$ cat config.mk
export PLATFORM = sky130hd
export DESIGN_NAME = switch_irq_capture_reroute
export DESIGN_NICKNAME = d
export VERILOG_FILES = /design/src/logic/irq_reroute_pkg.sv /design/src/logic/relay_timer.sv /design/src/logic/switch_irq_capture_reroute.sv
export SDC_FILE = /design/constraint.sdc
export NUM_CORES = 1
export LEC_CHECK = 0
export ABC_AREA = 1
export BUFFER_PORTS_ARGS = -buffer_cell sky130_fd_sc_hd__buf_2
export CAP_MARGIN = 20
export CORE_MARGIN = 10
export CORE_UTILIZATION = 51
export CTS_CLUSTER_DIAMETER = 120
export DETAILED_ROUTE_END_ITERATION = 7
export PLACE_DENSITY = 0.76
export SLEW_MARGIN = 30
export SYNTH_ARGS = -nofsm -noshare
export SYNTH_HDL_FRONTEND = slang
export SYNTH_SLANG_ARGS = --single-unit
export TNS_END_PERCENT = 20
$ cat constraint.sdc
create_clock -name clk_sys -period 1.73 [get_ports clk_sys]
set_input_delay 0.0865 -clock clk_sys [delete_from_list [all_inputs] [get_ports clk_sys]]
set_output_delay 0.0865 -clock clk_sys [all_outputs]
set_load 0.1 [all_outputs]
$ cat src/logic/irq_reroute_pkg.sv
// package: constants and types for the switch interrupt capture reroute
package irq_reroute_pkg;
    // ==========================================================
    // channel and event widths
    localparam int CHAN_COUNT = 8;
    localparam int EVENT_COUNT = 16;
    localparam int EVENT_SEL_W = 4;
    localparam int EVENT_SELECT_W = 12;
    localparam int COUNT_W = 32;

    // ==========================================================
    // capture event mux numbering and field positions
    localparam logic [3:0] EVENT_COMBINED_RX = 4'h8;
    localparam logic [3:0] EVENT_COMBINED_TX = 4'h9;
    localparam int SEL_A_LSB = 0;
    localparam int SEL_B_LSB = 8;
    localparam logic [11:0] EVENT_SELECT_RESET = 12'h908;

    // ==========================================================
    // host controller line numbers of the relay timers
    localparam int HOST_LINE_TIMER_A = 93;
    localparam int HOST_LINE_TIMER_B = 94;

    // ==========================================================
    // capture edge encodings
    localparam logic [1:0] EDGE_NONE = 2'h0;
    localparam logic [1:0] EDGE_RISE = 2'h1;
    localparam logic [1:0] EDGE_FALL = 2'h2;
    localparam logic [1:0] EDGE_BOTH = 2'h3;

    // ==========================================================
    // pacing timebase: 1 us at 25 MHz
    localparam int CLK_HZ = 25_000_000;
    localparam int PACE_TICK_NS = 1000;
    localparam int PACE_TICK_CYCLES = (PACE_TICK_NS * (CLK_HZ / 1_000_000)) / 1000;
    localparam logic [4:0] PACE_TICK_LAST = 5'(PACE_TICK_CYCLES - 1);
    localparam logic [7:0] PACE_GAP_RESET = 8'h00;

    // ==========================================================
    // relay timer settings carried as one bundle
    typedef struct packed {
        logic capture_mode_select; // 0 single capture, 1 second edge
        logic [1:0] capture_edge_select;
        logic irq_enable_set;
    } relay_cfg_t;

    // pacing state per combined line
    typedef enum logic [1:0] {
        PACE_IDLE = 2'b00,
        PACE_ACTIVE = 2'b01,
        PACE_HOLDOFF = 2'b10
    } pace_state_t;
endpackage

$ cat src/logic/relay_timer.sv
// relay timer in capture mode: edge detect, capture, sticky flag
`timescale 1ns/1ps
module relay_timer (
    input wire logic clk_sys,
    input wire logic rstn,
    input wire irq_reroute_pkg::relay_cfg_t cfg,
    input wire logic event_in,
    input wire logic flag_clear,
    output logic relay_irq,
    output logic [31:0] capture_value
);
    logic [31:0] count_reg;
    logic event_last_reg;
    logic armed_reg;
    logic capture_irq_flag_reg;
    logic edge_hit;

    // ==========================================================
    // edge select
    always_comb begin
        case (cfg.capture_edge_select)
            irq_reroute_pkg::EDGE_RISE: edge_hit = event_in & ~event_last_reg;
            irq_reroute_pkg::EDGE_FALL: edge_hit = ~event_in & event_last_reg;
            irq_reroute_pkg::EDGE_BOTH: edge_hit = event_in ^ event_last_reg;
            default: edge_hit = 1'b0;
        endcase
    end

    // free counter; its value means nothing to the host
    always_ff @(posedge clk_sys) begin
        if (!rstn) begin
            count_reg <= 32'h0;
            event_last_reg <= 1'b0;
        end else begin
            count_reg <= count_reg + 32'h1;
            event_last_reg <= event_in;
        end
    end

    // capture register, kept only for visibility
    always_ff @(posedge clk_sys) begin
        if (!rstn) begin
            capture_value <= 32'h0;
        end else if (edge_hit) begin
            capture_value <= count_reg;
        end
    end

    // second-edge mode arms on the first edge, flags on the next
    always_ff @(posedge clk_sys) begin
        if (!rstn) begin
            armed_reg <= 1'b0;
        end else if (edge_hit && cfg.capture_mode_select) begin
            armed_reg <= ~armed_reg;
        end else if (!cfg.capture_mode_select) begin
            armed_reg <= 1'b0;
        end
    end

    // sticky flag; a new edge beats a write-one clear
    always_ff @(posedge clk_sys) begin
        if (!rstn) begin
            capture_irq_flag_reg <= 1'b0;
        end else if (edge_hit && (!cfg.capture_mode_select || armed_reg)) begin
            capture_irq_flag_reg <= 1'b1;
        end else if (flag_clear) begin
            capture_irq_flag_reg <= 1'b0;
        end
    end

    // interrupt to the host controller, registered
    always_ff @(posedge clk_sys) begin
        if (!rstn) begin
            relay_irq <= 1'b0;
        end else begin
            relay_irq <= capture_irq_flag_reg & cfg.irq_enable_set;
        end
    end
endmodule

$ cat src/logic/switch_irq_capture_reroute.sv
// top: combine switch channel interrupts and relay them via capture timers
`timescale 1ns/1ps
module switch_irq_capture_reroute (
    input wire logic clk_sys,
    input wire logic rstn,
    input wire logic [7:0] tx_channel_irq,
    input wire logic [7:0] rx_channel_irq,
    input wire logic pace_enable,
    input wire logic [7:0] pace_gap,
    input wire logic [11:0] capture_event_select,
    input wire irq_reroute_pkg::relay_cfg_t relay_timer_a_cfg,
    input wire irq_reroute_pkg::relay_cfg_t relay_timer_b_cfg,
    input wire logic relay_timer_a_flag_clear,
    input wire logic relay_timer_b_flag_clear,
    output logic [7:0] tx_channel_out,
    output logic [7:0] rx_channel_out,
    output logic combined_tx_irq,
    output logic combined_rx_irq,
    output logic relay_timer_a_irq,
    output logic relay_timer_b_irq,
    output logic [31:0] relay_timer_a_capture,
    output logic [31:0] relay_timer_b_capture
);
    logic [4:0] tick_cnt_reg;
    logic tick;
    irq_reroute_pkg::pace_state_t tx_state_reg;
    irq_reroute_pkg::pace_state_t rx_state_reg;
    logic [7:0] tx_gap_reg;
    logic [7:0] rx_gap_reg;
    logic tx_any;
    logic rx_any;
    logic [15:0] event_bus;
    logic event_a;
    logic event_b;

    // next pacing state for one combined line
    function automatic irq_reroute_pkg::pace_state_t pace_next(
        input irq_reroute_pkg::pace_state_t st,
        input logic any,
        input logic en,
        input logic [7:0] gap
    );
        case (st)
            irq_reroute_pkg::PACE_IDLE: pace_next = any ? irq_reroute_pkg::PACE_ACTIVE : st;
            irq_reroute_pkg::PACE_ACTIVE: begin
                if (any) begin
                    pace_next = st;
                end else if (en && gap != 8'h00) begin
                    pace_next = irq_reroute_pkg::PACE_HOLDOFF;
                end else begin
                    pace_next = irq_reroute_pkg::PACE_IDLE;
                end
            end
            irq_reroute_pkg::PACE_HOLDOFF: pace_next = st;
            default: pace_next = irq_reroute_pkg::PACE_IDLE;
        endcase
    endfunction

    // hold-off ends on the tick that takes the count from one to zero
    function automatic logic holdoff_done(
        input logic tk,
        input logic [7:0] gap
    );
        holdoff_done = tk && (gap == 8'h01);
    endfunction

    // a combined line shows only while its pacing state is active
    function automatic logic line_active(
        input irq_reroute_pkg::pace_state_t st
    );
        line_active = (st == irq_reroute_pkg::PACE_ACTIVE);
    endfunction

    // one selection field of the event mux; a 4-bit field cannot leave the bus
    function automatic logic pick_event(
        input logic [15:0] events,
        input logic [3:0] field
    );
        pick_event = events[field];
    endfunction

    // ==========================================================
    // channel merge
    assign tx_any = |tx_channel_irq;
    assign rx_any = |rx_channel_irq;

    // tx channels pass straight through; pacing here would delay per-channel service
    always_ff @(posedge clk_sys) begin
        if (!rstn) begin
            tx_channel_out <= 8'h00;
        end else begin
            tx_channel_out <= tx_channel_irq;
        end
    end

    // rx channels pass straight through, unpaced
    always_ff @(posedge clk_sys) begin
        if (!rstn) begin
            rx_channel_out <= 8'h00;
        end else begin
            rx_channel_out <= rx_channel_irq;
        end
    end

    // ==========================================================
    // 1 us pacing timebase
    always_ff @(posedge clk_sys) begin
        if (!rstn) begin
            tick_cnt_reg <= 5'h00;
        end else if (tick) begin
            tick_cnt_reg <= 5'h00;
        end else begin
            tick_cnt_reg <= tick_cnt_reg + 5'h01;
        end
    end
    assign tick = (tick_cnt_reg == irq_reroute_pkg::PACE_TICK_LAST);

    // tx pacing state: after a drop, hold off for pace_gap ticks of the free 1 us timebase
    always_ff @(posedge clk_sys) begin
        if (!rstn) begin
            tx_state_reg <= irq_reroute_pkg::PACE_IDLE;
        end else if (tx_state_reg != irq_reroute_pkg::PACE_HOLDOFF) begin
            tx_state_reg <= pace_next(tx_state_reg, tx_any, pace_enable, pace_gap);
        end else if (holdoff_done(tick, tx_gap_reg)) begin
            tx_state_reg <= irq_reroute_pkg::PACE_IDLE;
        end
    end

    // tx hold-off count, reloaded whenever the line is not holding off
    always_ff @(posedge clk_sys) begin
        if (!rstn) begin
            tx_gap_reg <= irq_reroute_pkg::PACE_GAP_RESET;
        end else if (tx_state_reg != irq_reroute_pkg::PACE_HOLDOFF) begin
            tx_gap_reg <= pace_gap;
        end else if (tick) begin
            tx_gap_reg <= tx_gap_reg - 8'h01;
        end
    end

    // rx pacing state, same scheme; free tick means the gap may run one tick short
    always_ff @(posedge clk_sys) begin
        if (!rstn) begin
            rx_state_reg <= irq_reroute_pkg::PACE_IDLE;
        end else if (rx_state_reg != irq_reroute_pkg::PACE_HOLDOFF) begin
            rx_state_reg <= pace_next(rx_state_reg, rx_any, pace_enable, pace_gap);
        end else if (holdoff_done(tick, rx_gap_reg)) begin
            rx_state_reg <= irq_reroute_pkg::PACE_IDLE;
        end
    end

    // rx hold-off count
    always_ff @(posedge clk_sys) begin
        if (!rstn) begin
            rx_gap_reg <= irq_reroute_pkg::PACE_GAP_RESET;
        end else if (rx_state_reg != irq_reroute_pkg::PACE_HOLDOFF) begin
            rx_gap_reg <= pace_gap;
        end else if (tick) begin
            rx_gap_reg <= rx_gap_reg - 8'h01;
        end
    end

    // combined tx follows its paced state, one cycle late
    always_ff @(posedge clk_sys) begin
        if (!rstn) begin
            combined_tx_irq <= 1'b0;
        end else begin
            combined_tx_irq <= line_active(tx_state_reg);
        end
    end

    // combined rx follows its paced state, one cycle late
    always_ff @(posedge clk_sys) begin
        if (!rstn) begin
            combined_rx_irq <= 1'b0;
        end else begin
            combined_rx_irq <= line_active(rx_state_reg);
        end
    end

    // ==========================================================
    // capture event mux; unused events stay low
    always_comb begin
        event_bus = 16'h0000;
        event_bus[irq_reroute_pkg::EVENT_COMBINED_RX] = combined_rx_irq;
        event_bus[irq_reroute_pkg::EVENT_COMBINED_TX] = combined_tx_irq;
    end
    // selection fields come from software, 0x908 in normal use
    assign event_a = pick_event(event_bus, capture_event_select[irq_reroute_pkg::SEL_A_LSB +: 4]);
    assign event_b = pick_event(event_bus, capture_event_select[irq_reroute_pkg::SEL_B_LSB +: 4]);

    // timer a relays rx toward host line 93
    relay_timer u_relay_timer_a (
        .clk_sys(clk_sys),
        .rstn(rstn),
        .cfg(relay_timer_a_cfg),
        .event_in(event_a),
        .flag_clear(relay_timer_a_flag_clear),
        .relay_irq(relay_timer_a_irq),
        .capture_value(relay_timer_a_capture)
    );

    // timer b relays tx toward host line 94
    relay_timer u_relay_timer_b (
        .clk_sys(clk_sys),
        .rstn(rstn),
        .cfg(relay_timer_b_cfg),
        .event_in(event_b),
        .flag_clear(relay_timer_b_flag_clear),
        .relay_irq(relay_timer_b_irq),
        .capture_value(relay_timer_b_capture)
    );
endmodule

==> results of run 1 <==
==> cells by family after synthesis <==
family / share of synthesized area [%]
compound gates: 10.4
xor+xnor: 0.747
fa+ha+maj: 1.83
buf+inv: 8.11
flops: 43.6
simple gates: 35.3
==> synthesized netlist by cell type (2+ instances only) <==
| cell type | number | share of area [%] |
|---|---|---|
| sky130_fd_sc_hd__nand3_2 | 2 | 0.24 |
| sky130_fd_sc_hd__and2_1 | 4 | 0.30 |
| sky130_fd_sc_hd__nand3_1 | 53 | 3.2 |
| sky130_fd_sc_hd__a21o_1 | 2 | 0.18 |
| sky130_fd_sc_hd__xor2_1 | 4 | 0.43 |
| sky130_fd_sc_hd__o21a_1 | 5 | 0.46 |
| sky130_fd_sc_hd__nand2_2 | 14 | 1.1 |
| sky130_fd_sc_hd__or2_2 | 3 | 0.23 |
| sky130_fd_sc_hd__a21oi_1 | 55 | 3.4 |
| sky130_fd_sc_hd__nor3_1 | 5 | 0.30 |
| sky130_fd_sc_hd__clkbuf_1 | 19 | 0.87 |
| sky130_fd_sc_hd__dfxtp_1 | 179 | 44 |
| sky130_fd_sc_hd__buf_4 | 8 | 0.73 |
| sky130_fd_sc_hd__o22ai_1 | 2 | 0.15 |
| sky130_fd_sc_hd__buf_2 | 4 | 0.24 |
| sky130_fd_sc_hd__a21oi_2 | 2 | 0.21 |
| sky130_fd_sc_hd__nand3b_1 | 4 | 0.37 |
| sky130_fd_sc_hd__ha_1 | 12 | 1.8 |
| sky130_fd_sc_hd__inv_2 | 7 | 0.32 |
| sky130_fd_sc_hd__nand4_1 | 4 | 0.30 |
| sky130_fd_sc_hd__nand2_1 | 271 | 12 |
| sky130_fd_sc_hd__o21ai_0 | 84 | 5.1 |
| sky130_fd_sc_hd__nor3b_1 | 4 | 0.37 |
| sky130_fd_sc_hd__nor2_2 | 14 | 1.1 |
| sky130_fd_sc_hd__inv_1 | 126 | 5.8 |
| sky130_fd_sc_hd__a31oi_1 | 4 | 0.30 |
| sky130_fd_sc_hd__o211ai_1 | 4 | 0.37 |
| sky130_fd_sc_hd__nor2_4 | 14 | 1.9 |
| sky130_fd_sc_hd__xnor2_1 | 3 | 0.32 |
| sky130_fd_sc_hd__nor2_1 | 282 | 13 |
==> worst paths after layout <==
kind,cells after the start,to,slack (ns)
worst max-delay path,12,u_relay_timer_b.capture_value[14],-0.19
worst min-delay path,5,rx_gap_reg[3],0.01
worst max register to register,12,u_relay_timer_b.capture_value[14],-0.19
worst min register to register,1,tx_state_reg[0],0.42
==> cell type report <==
type                       instances  area [µm²]
fill                            1300        5300
multi-input combinational        859        4260
sequential                       179        3590
timing repair buffer             185        1310
clock buffer                      26         519
inverter                         133         519
tap                              216         270
clock inverter                     6        46.3
timing repair inverter             1        16.3
antenna                            1        2.50
==> per-stage QoR <==
stage                     setup slack, ns  hold slack (ns)
after floorplan                    -0.179            0.180
after global placement             -0.191            0.278
after detailed placement           -0.270            0.284
after CTS                          -0.199          0.00718
after global routing               -0.263           0.0439
final                              -0.190           0.0139
==> layer usage <==
layer / vias to the layer above / GRT usage, % / share of wire [%]
met2: 227 / 36.7 / 51
met1: 3665 / 23.1 / 42
li1: 4116 / - / -
met5: - / 0 / 0
met4: 0 / 7.83 / 2.2
met3: 48 / 4.30 / 5.2
==> critical path: cells and delay by family, from the launching register on <==
family	cells	cell delay (ns)
simple gates	5	0.51
buf+inv	4	0.47
fa+ha+maj	1	0.19
compound gates	2	0.27
flops	1	0.35
==> power by group through the flow <==
stage	logic (mW)	clock network, mW	registers, mW
floorplan	0.427	0	5.31
global placement	1.55	0	4.47
detailed placement	1.57	0	4.47
CTS	1.75	3.71	4.38
global route	1.88	3.89	4.41
finish	1.77	3.65	4.39
==> repair_timing <==
item / in CTS / in global routing
endpoints found under the setup margin: 68 / 71
hold buffers: 25 / 0
pin swaps: 24 / 6
setup buffers: 15 / 1
endpoints found under the hold margin: 27 / 0
resized for setup: 113 / 47
gates cloned: 5 / 0
==> results by group, run 1 <==
Run status
  • Outcome: finished, violations left
  • Violated checks: setup timing

Clocking
  • Number of CTS-inserted buffers: 17
  • Skew-Pair Late Insertion Delay: between 0.4 and 0.5 ns
  • Clock root buffer: sky130_fd_sc_hd__clkbuf_16
  • TritonCTS clock tree: yes
  • Max clock buf depth: 2
  • Register clock-pin slew on the reported worst setup and hold paths: 0.07 ns
  • Clock tree sinks: ~180
  • Maximum level of the CTS H-tree: 4

Critical path
  • Largest incremental delay on the critical path: 0.35 ns
  • Peak fanout along the critical path: 8
  • Cells along the critical path: nand2_2 > o21ai_2 > and2_4 > buf_4 > ha_1 > a21o_1 > nand2_4 > inv_6 > buf_12 > buf_16 > nor2_2 > nor2_1
  • Crit end category: flip-flop
  • Worst setup path startpoint: combined_tx_irq
  • CP arrival: about 2.2 ns
  • Worst path required time: 2.05 ns
  • Critical path class: reg -> reg
  • Slowest-stage cell, CP: sky130_fd_sc_hd__dfxtp_4
  • Startpoint class of the critical path: flip-flop
  • RR Startpoint: combined_tx_irq

Synthesis
  • Warning count from the yosys run: 0
  • Cell area after technology mapping: 8210 µm²
  • Register bit count reported by yosys: 179
  • EDFF count, synth: 0
  • Post-Synthesis Mean Instance Area: 6.83 µm²
  • Main synth FF type: sky130_fd_sc_hd__dfxtp_1
  • Instance count of the mapped netlist: 1203
  • FFs w/ async S/R, synth: 0%
  • Share of the yosys chip area belonging to registers: 43.6%
  • Netlist cell types: 39
  • Net Count, Synth: 1264

Power
  • Internal power: about 6.8 mW
  • Final Power: between 9 and 10 mW
  • IR Drop Worst-Case VDD: 0.000716 V
  • Part of the total power dissipated in combinational logic: between 10% and 20%
  • Clock network fraction of design power: 37.2%
  • Sequential group share of total power: 44.8%
  • Power spent charging and discharging nets: 3.02 mW
  • Total leakage power: 4.46 nW
  • Power per cell area: 932 nW/µm²
  • Switching share of power: 30.8%

Drt
  • Via total after detailed routing: 8056
  • Routed wirelength normalized by instance count: between 10 and 15 µm
  • Post-route DRC violation count: 0
  • Post-route antenna net violation count: 0
  • Final wirelength: between 20000 and 25000 µm
  • Detail-routed via count per cell: approximately 5
  • Drt initial violations: 560
  • Drt first pass iters: 7

Floorplanning
  • IO Count: 133
  • Placeable core area: between 15000 and 20000 µm²
  • Row Count: 46
  • Die area: 21600 µm²
  • Die outline height: 147 µm
  • Overall die width: 147 µm
  • Initial cell density of the core: 51.9%

Timing
  • RSZ-0062 raised after global routing: yes
  • Fraction of the cycle the final worst path needs: 111%
  • Least-Margin Pin Slew: 0.516 ns
  • Final setup violation count: 69
  • Minimum period implied by the final worst setup slack: 1.92 ns
  • Relative slew slack: 65.6%
  • Highest clock frequency the design can meet: 0.521 GHz
  • Final critical-path setup slack: -0.190 ns
  • Clock tree skew after final layout: around 0.011 ns
  • Summed negative setup slack over all endpoints: -6.68 ns
  • Slew Viols, Final: 0
  • Final hold violation count: 0

Finish
  • Core Util, Final: 66.5%
  • Share of layout cells above drive strength 1: 23.0%
  • Area of all placed cells without fillers: 10500 µm²
  • Final Non-Filler Cells: 1606
  • Area overhead of the layout relative to synthesis: 28.2%
  • Commonest cells after routing, fill and taps aside: sky130_fd_sc_hd__nand2_1 (269), sky130_fd_sc_hd__nor2_1 (252), sky130_fd_sc_hd__dfxtp_1 (177)
  • Net count, final: roughly 1.4k
  • Commonest non-fill, non-tap cell in the layout: sky130_fd_sc_hd__nand2_1

Worst hold path
  • Hold crit path type: in -> reg
  • Worst Hold Launch: pace_gap[3]

Global route
  • Via count of the first global-routing pass: about 7.6k
  • Number of antenna violations at the first check in global routing: 1
  • Maximum number of pins on one net before global-route repair: 115
  • Overflow left after global routing: 0
  • Global routing usage summed across all routing layers: 20.4%
  • Wire length of the first global-routing pass: 36600 µm

Job
  • Number of max-capacitance violations reported: 0

Placement
  • Cell area reported after detailed placement: about 9100 µm²
  • Post-detailed-placement half-perimeter wirelength: approximately 15000 µm
  • Routability congestion estimate: 0.919
  • Count of buffers from port buffering: about 130
  • Number of placed instances, taps included: between 1.5k and 2k
Note: power is estimated with default switching activity, not from simulation.
==> run 2: changes to the inputs <==
--- a/config.mk
+++ b/config.mk
@@ -14,4 +14,4 @@
 export DETAILED_ROUTE_END_ITERATION = 7
+export HOLD_SLACK_MARGIN = 0.05
 export PLACE_DENSITY = 0.76
-export SLEW_MARGIN = 30
 export SYNTH_ARGS = -nofsm -noshare
==> constraint.sdc (replaced) <==
create_clock -name clk_sys -period 1.73 [get_ports clk_sys]
set_input_delay 0.346 -clock clk_sys [delete_from_list [all_inputs] [get_ports clk_sys]]
set_output_delay 0.346 -clock clk_sys [all_outputs]
set_load 0.1 [all_outputs]
==> results by group, run 2 (synthesis results as in run 1) <==
Run status
  • Outcome: finished, violations left
  • Violated checks: setup timing

Drt
  • Routed wirelength normalized by instance count: between 10 and 15 µm
  • Via total after detailed routing: slightly below 8k
  • Detail-routed via count per cell: roughly 5.0
  • Post-route antenna net violation count: 0
  • Final wirelength: 22000 µm
  • Post-route DRC violation count: 0
  • Drt first pass iters: 5
  • Drt initial violations: around 520

Finish
  • Commonest cells after routing, fill and taps aside: sky130_fd_sc_hd__nand2_1 (269), sky130_fd_sc_hd__nor2_1 (242), sky130_fd_sc_hd__dfxtp_1 (177)
  • Area overhead of the layout relative to synthesis: 26.4%
  • Commonest non-fill, non-tap cell in the layout: sky130_fd_sc_hd__nand2_1
  • Final Non-Filler Cells: 1574
  • Share of layout cells above drive strength 1: around a quarter
  • Net count, final: 1408
  • Number of diodes added for antenna fixing: 0

Timing
  • RSZ-0062 raised after global routing: yes
  • Slew Viols, Final: 0
  • Final critical-path setup slack: -0.171 ns
  • Final setup violation count: 66
  • Highest clock frequency the design can meet: approximately 0.53 GHz
  • Clock tree skew after final layout: 0.00921 ns
  • Minimum period implied by the final worst setup slack: between 1.5 and 2 ns
  • Fraction of the cycle the final worst path needs: 110%
  • Final hold violation count: 0
  • Relative slew slack: 66.4%
  • Least-Margin Pin Slew: 0.508 ns

Critical path
  • Startpoint class of the critical path: flip-flop
  • Peak fanout along the critical path: 12
  • CP arrival: 2.22 ns
  • Worst path required time: 2.05 ns
  • Critical path class: reg -> reg
  • Crit end category: flip-flop

Global route
  • Global routing usage summed across all routing layers: between 15 and 20%
  • Via count of the first global-routing pass: 7387
  • Wire length of the first global-routing pass: about 36000 µm
  • Maximum number of pins on one net before global-route repair: 90
  • Overflow left after global routing: 0
  • Number of antenna violations at the first check in global routing: 0

Floorplanning
  • Overall die width: 147 µm
  • IO Count: around 130
  • Initial cell density of the core: 51.9%
  • Row Count: 46
  • Die area: 21600 µm²
  • Placeable core area: 15800 µm²
  • Die outline height: 147 µm

Clocking
  • Max clock buf depth: 2
  • Register clock-pin slew on the reported worst setup and hold paths: 0.07 ns
  • Maximum level of the CTS H-tree: 4
  • Skew-Pair Late Insertion Delay: between 0.4 and 0.5 ns
  • Number of CTS-inserted buffers: 17
  • Clock tree sinks: 179
  • Number of buffers inserted for hold repair after clock tree synthesis: 0
  • TritonCTS clock tree: yes
  • Clock root buffer: sky130_fd_sc_hd__clkbuf_16

Placement
  • Post-detailed-placement half-perimeter wirelength: roughly 15000 µm
  • Number of placed instances, taps included: 1530
  • Routability congestion estimate: 0.921
  • Count of buffers from port buffering: 128

Power
  • Final Power: 9.78 mW
  • Power per cell area: ~940 nW/µm²
  • Total leakage power: 4.37 nW
  • IR Drop Worst-Case VDD: 0.000726 V

Job
  • Number of max-capacitance violations reported: 0

Worst hold path
  • Hold crit path type: in -> reg
-- run 2: what timing repair did --
action / in CTS / in global routing
setup endpoints to repair: 68 / 68
pin swaps: 13 / 18
endpoints found under the hold margin: 0 / 0
gates cloned: 6 / 0
gates resized for setup: 150 / 40
buffers inserted: 8 / 0
-- run 2: path summary, 6_finish.rpt --
check	startpoint	endpoint	slack [ns]	cells after the start
hold / removal	rx_channel_irq[0]	rx_channel_out[0]	0.10	3
setup reg to reg	combined_rx_irq	u_relay_timer_b.capture_value[9]	-0.17	13
setup / recovery	combined_rx_irq	u_relay_timer_b.capture_value[9]	-0.17	13
hold reg to reg	u_relay_timer_a.capture_irq_flag_reg	u_relay_timer_a.relay_irq	0.43	2
-- run 2: power by group --
| group | switching, mW | leakage (nW) | internal [mW] |
|---|---|---|---|
| clock network | 1.61 | 0.254 | 1.99 |
| logic | 1.35 | 2.65 | 0.434 |
| registers | 0.115 | 1.47 | 4.28 |
| total | 3.07 | 4.37 | 6.71 |
-- run 2: per-layer routing --
metal | up-vias | global-route usage, % | share of wire, %
met5 | - | 0 | 0
met2 | 218 | 35.3 | 51
met3 | 37 | 4.76 | 5.4
met4 | 0 | 5.70 | 1.6
li1 | 4065 | - | -
met1 | 3628 | 22.8 | 42
-- run 2: stage by stage --
step / setup WS (ns) / utilization (%) / hold slack (ns) / cell area, µm² / TNS (ns)
2_1_floorplan: -0.179 / - / 0.400 / 8270 / -11.00
3_3_place_gp: -0.420 / 57.8 / 0.408 / 9140 / -24.04
3_5_place_dp: -0.451 / 57.8 / 0.420 / 9140 / -25.10
4_1_cts: -0.146 / 64.7 / 0.0977 / 10200 / -5.49
5_1_grt: -0.230 / 65.6 / 0.106 / 10400 / -11.02
6_report: -0.171 / 65.6 / 0.103 / 10400 / -5.82
-- run 2: worst max-delay path, cell delays in order (launching register included) --
cell and delay [ns]:
sky130_fd_sc_hd__dfxtp_4 0.36, sky130_fd_sc_hd__inv_4 0.03, sky130_fd_sc_hd__o21ai_2 0.09, sky130_fd_sc_hd__and2_4 0.16
sky130_fd_sc_hd__inv_4 0.04, sky130_fd_sc_hd__ha_4 0.22, sky130_fd_sc_hd__inv_2 0.04, sky130_fd_sc_hd__nand2_1 0.04
sky130_fd_sc_hd__o211ai_1 0.13, sky130_fd_sc_hd__nand2_4 0.14, sky130_fd_sc_hd__buf_6 0.14, sky130_fd_sc_hd__buf_12 0.14
sky130_fd_sc_hd__o21ai_1 0.19, sky130_fd_sc_hd__nor2_1 0.06
-- run 2: final cells by class --
| cell class | count | area (µm²) |
|---|---|---|
| well taps | 216 | 270 |
| inverters | 133 | 532 |
| multi-input cells | 858 | 4340 |
| fillers | 1358 | 5450 |
| clock buffers | 20 | 447 |
| flip-flops and latches | 179 | 3590 |
| clock inverters | 10 | 86.3 |
| repair buffers | 158 | 1110 |
==> run 3: changes to the inputs <==
Settings changed: CORE_UTILIZATION 51 to 40, PLACE_DENSITY 0.76 to not set.
==> results by group, run 3 (synthesis results as in run 1) <==
Floorplanning
  • Die area: 26700 µm²
  • Overall die width: around 160 µm
  • Initial cell density of the core: 40.6%
  • Die outline height: 163 µm
  • Placeable core area: 20200 µm²
  • IO Count: about 130
  • Row Count: 52

Critical path
  • R2r setup slk: -0.28 ns
  • CP arrival: 2.32 ns
  • Most repeated library cell on the critical path: sky130_fd_sc_hd__buf_4
  • Startpoint class of the critical path: flip-flop
  • R2R Path End: u_relay_timer_a.capture_value[19]
  • Critical path class: reg -> reg
  • Slowest-stage cell, CP: sky130_fd_sc_hd__dfxtp_4
  • Worst path required time: roughly 2.0 ns
  • Peak fanout along the critical path: 6
  • Crit path buffers/inverters: 7
  • Crit end category: flip-flop
  • Cells along the critical path: inv_2 > buf_4 > o21ai_2 > and2_4 > buf_4 > buf_4 > ha_1 > a21o_1 > nand2_4 > buf_12 > inv_8 > clkbuf_16 > nor2_1 > nor2_1
  • Depth of the worst register-to-register path: 14
  • Largest incremental delay on the critical path: 0.35 ns
  • RR Startpoint: combined_rx_irq
  • Family with the most delay on the worst path: buffers and inverters

Placement
  • Count of buffers from port buffering: 128
  • Routability congestion estimate: 0.861
  • Post-detailed-placement half-perimeter wirelength: ~16000 µm
  • Cell area reported after detailed placement: 9280 µm²
  • Pre-CTS worst setup slack: -0.497 ns

Drt
  • Routed wirelength normalized by instance count: between 10 and 15 µm
  • Post-route antenna net violation count: 0
  • Drt initial violations: 443
  • Via total after detailed routing: 7788
  • Detail-routed via count per cell: roughly 4.7
  • Final wirelength: 22800 µm
  • Post-route DRC violation count: 0
  • Drt first pass iters: 6

Run status
  • Outcome: finished, violations left
  • Violated checks: setup timing

Timing
  • Clock tree skew after final layout: 0.0107 ns
  • Final critical-path setup slack: -0.280 ns
  • Summed negative setup slack over all endpoints: -13.60 ns
  • Fraction of the cycle the final worst path needs: 116%
  • Least-Margin Pin Slew: between 0.5 and 0.6 ns
  • RSZ-0062 raised after global routing: yes
  • Final hold violation count: 0
  • Hold Slack: 0.112 ns
  • Relative slew slack: 64.7%
  • Minimum period implied by the final worst setup slack: around 2 ns
  • Final setup violation count: 68
  • Highest clock frequency the design can meet: ~0.5 GHz
  • Slew Viols, Final: 0

Global route
  • Via count of the first global-routing pass: between 7k and 8k
  • Number of antenna violations at the first check in global routing: 0
  • Wire length of the first global-routing pass: 36000 µm
  • Maximum number of pins on one net before global-route repair: 88
  • Overflow left after global routing: 0
  • Global routing usage summed across all routing layers: roughly 16%

Power
  • IR Drop Worst-Case VDD: 0.000651 V
  • Power per cell area: 970 nW/µm²
  • Total leakage power: 4.58 nW
  • Final Power: about 11 mW

Clocking
  • Clock tree sinks: 179
  • Maximum level of the CTS H-tree: 4
  • Clock root buffer: sky130_fd_sc_hd__clkbuf_16
  • Register clock-pin slew on the reported worst setup and hold paths: 0.07 ns
  • Max clock buf depth: 2
  • Skew-Pair Late Insertion Delay: roughly 0.43 ns
  • Number of CTS-inserted buffers: 17
  • TritonCTS clock tree: yes
  • Number of buffers inserted for hold repair after clock tree synthesis: 0

Finish
  • Number of diodes added for antenna fixing: 0
  • Commonest cells after routing, fill and taps aside: sky130_fd_sc_hd__nand2_1 (266), sky130_fd_sc_hd__nor2_1 (242), sky130_fd_sc_hd__dfxtp_1 (177)
  • Commonest non-fill, non-tap cell in the layout: sky130_fd_sc_hd__nand2_1
  • Area of all placed cells without fillers: 10800 µm²
  • Net count, final: 1432
  • Area overhead of the layout relative to synthesis: 31.8%
  • Share of layout cells above drive strength 1: 25.8%

Job
  • Number of max-capacitance violations reported: 0

Worst hold path
  • Worst hold stages: 3
  • Worst Hold Launch: rx_channel_irq[2]
  • Worst hold path endpoint: rx_channel_out[2]
  • Hold crit path type: in -> reg
run 3: changes by cell type in the layout (fill, tap and decap cells not counted), sizes merged, moves of 2 or more:
cell	previous run	this run
clkinvlp	4	2
buf	158	176
clkbuf	20	26
bufinv	1	5
clkinv	4	2
run 3: layout make-up:
| type | instances | area, µm² |
|---|---|---|
| Timing Repair Buffer | 181 | 1380 |
| Multi-Input combinational cell | 859 | 4360 |
| Inverter | 133 | 519 |
| Fill cell | 1947 | 9410 |
| Sequential cell | 179 | 3590 |
| Clock buffer | 22 | 464 |
| Clock inverter | 9 | 179 |
| Tap cell | 270 | 338 |
run 3: metal layers:
| layer | wire (µm) | share of wire (%) | GRT usage, % | up-vias |
|---|---|---|---|---|
| li1 | - | - | - | 4091 |
| met1 | 10200 | 45 | 20.1 | 3536 |
| met2 | 11400 | 50 | 28.1 | 134 |
| met3 | 852 | 3.7 | 3.37 | 27 |
| met4 | 311 | 1.4 | 4.43 | 0 |
| met5 | 0 | 0 | 0 | - |
run 3: what timing repair did:
| item | 4_1_cts | 5_1_grt |
|---|---|---|
| setup buffers | 14 | 4 |
| pin swaps | 16 | 16 |
| gates cloned | 6 | 6 |
| setup endpoints to repair | 68 | 70 |
| gates resized for setup | 117 | 83 |
run 3: stage by stage:
step,utilization (%),cells
6_report,53.5,1653
5_1_grt,53.5,1653
4_1_cts,51.6,1643
3_5_place_dp,45.8,1593
3_3_place_gp,45.8,1593
2_1_floorplan,-,1203
run 3: worst max path at each step:
stage,endpoint,slack [ns],start,cells after the start
CTS,u_relay_timer_b.capture_value[2],-0.23,combined_rx_irq,15
floorplan,u_relay_timer_b.capture_value[3],-0.18,combined_rx_irq,12
detailed placement,u_relay_timer_b.capture_value[15],-0.50,capture_event_select[9],12
global placement,u_relay_timer_b.capture_value[16],-0.45,capture_event_select[9],12
finish,u_relay_timer_a.capture_value[19],-0.28,combined_rx_irq,14
global route,u_relay_timer_a.capture_value[19],-0.38,combined_rx_irq,15
run 3: power breakdown:
part           leakage [nW]  internal (mW)  total (mW)  switching (mW)
logic                  2.80          0.497        1.86            1.37
registers              1.47           4.28        4.39           0.110
clock network         0.306           2.64        4.25            1.61
total                  4.58           7.42        10.5            3.09
run 3: worst register-to-register path: cells and delay by family (launching register included):
kind / cells / cell delay [ns]
AOI/OAI and AO/OA: 2 / 0.22
adders and majority gates: 1 / 0.18
buffers and inverters: 7 / 0.72
DFF: 1 / 0.35
and+or+nand+nor: 4 / 0.44
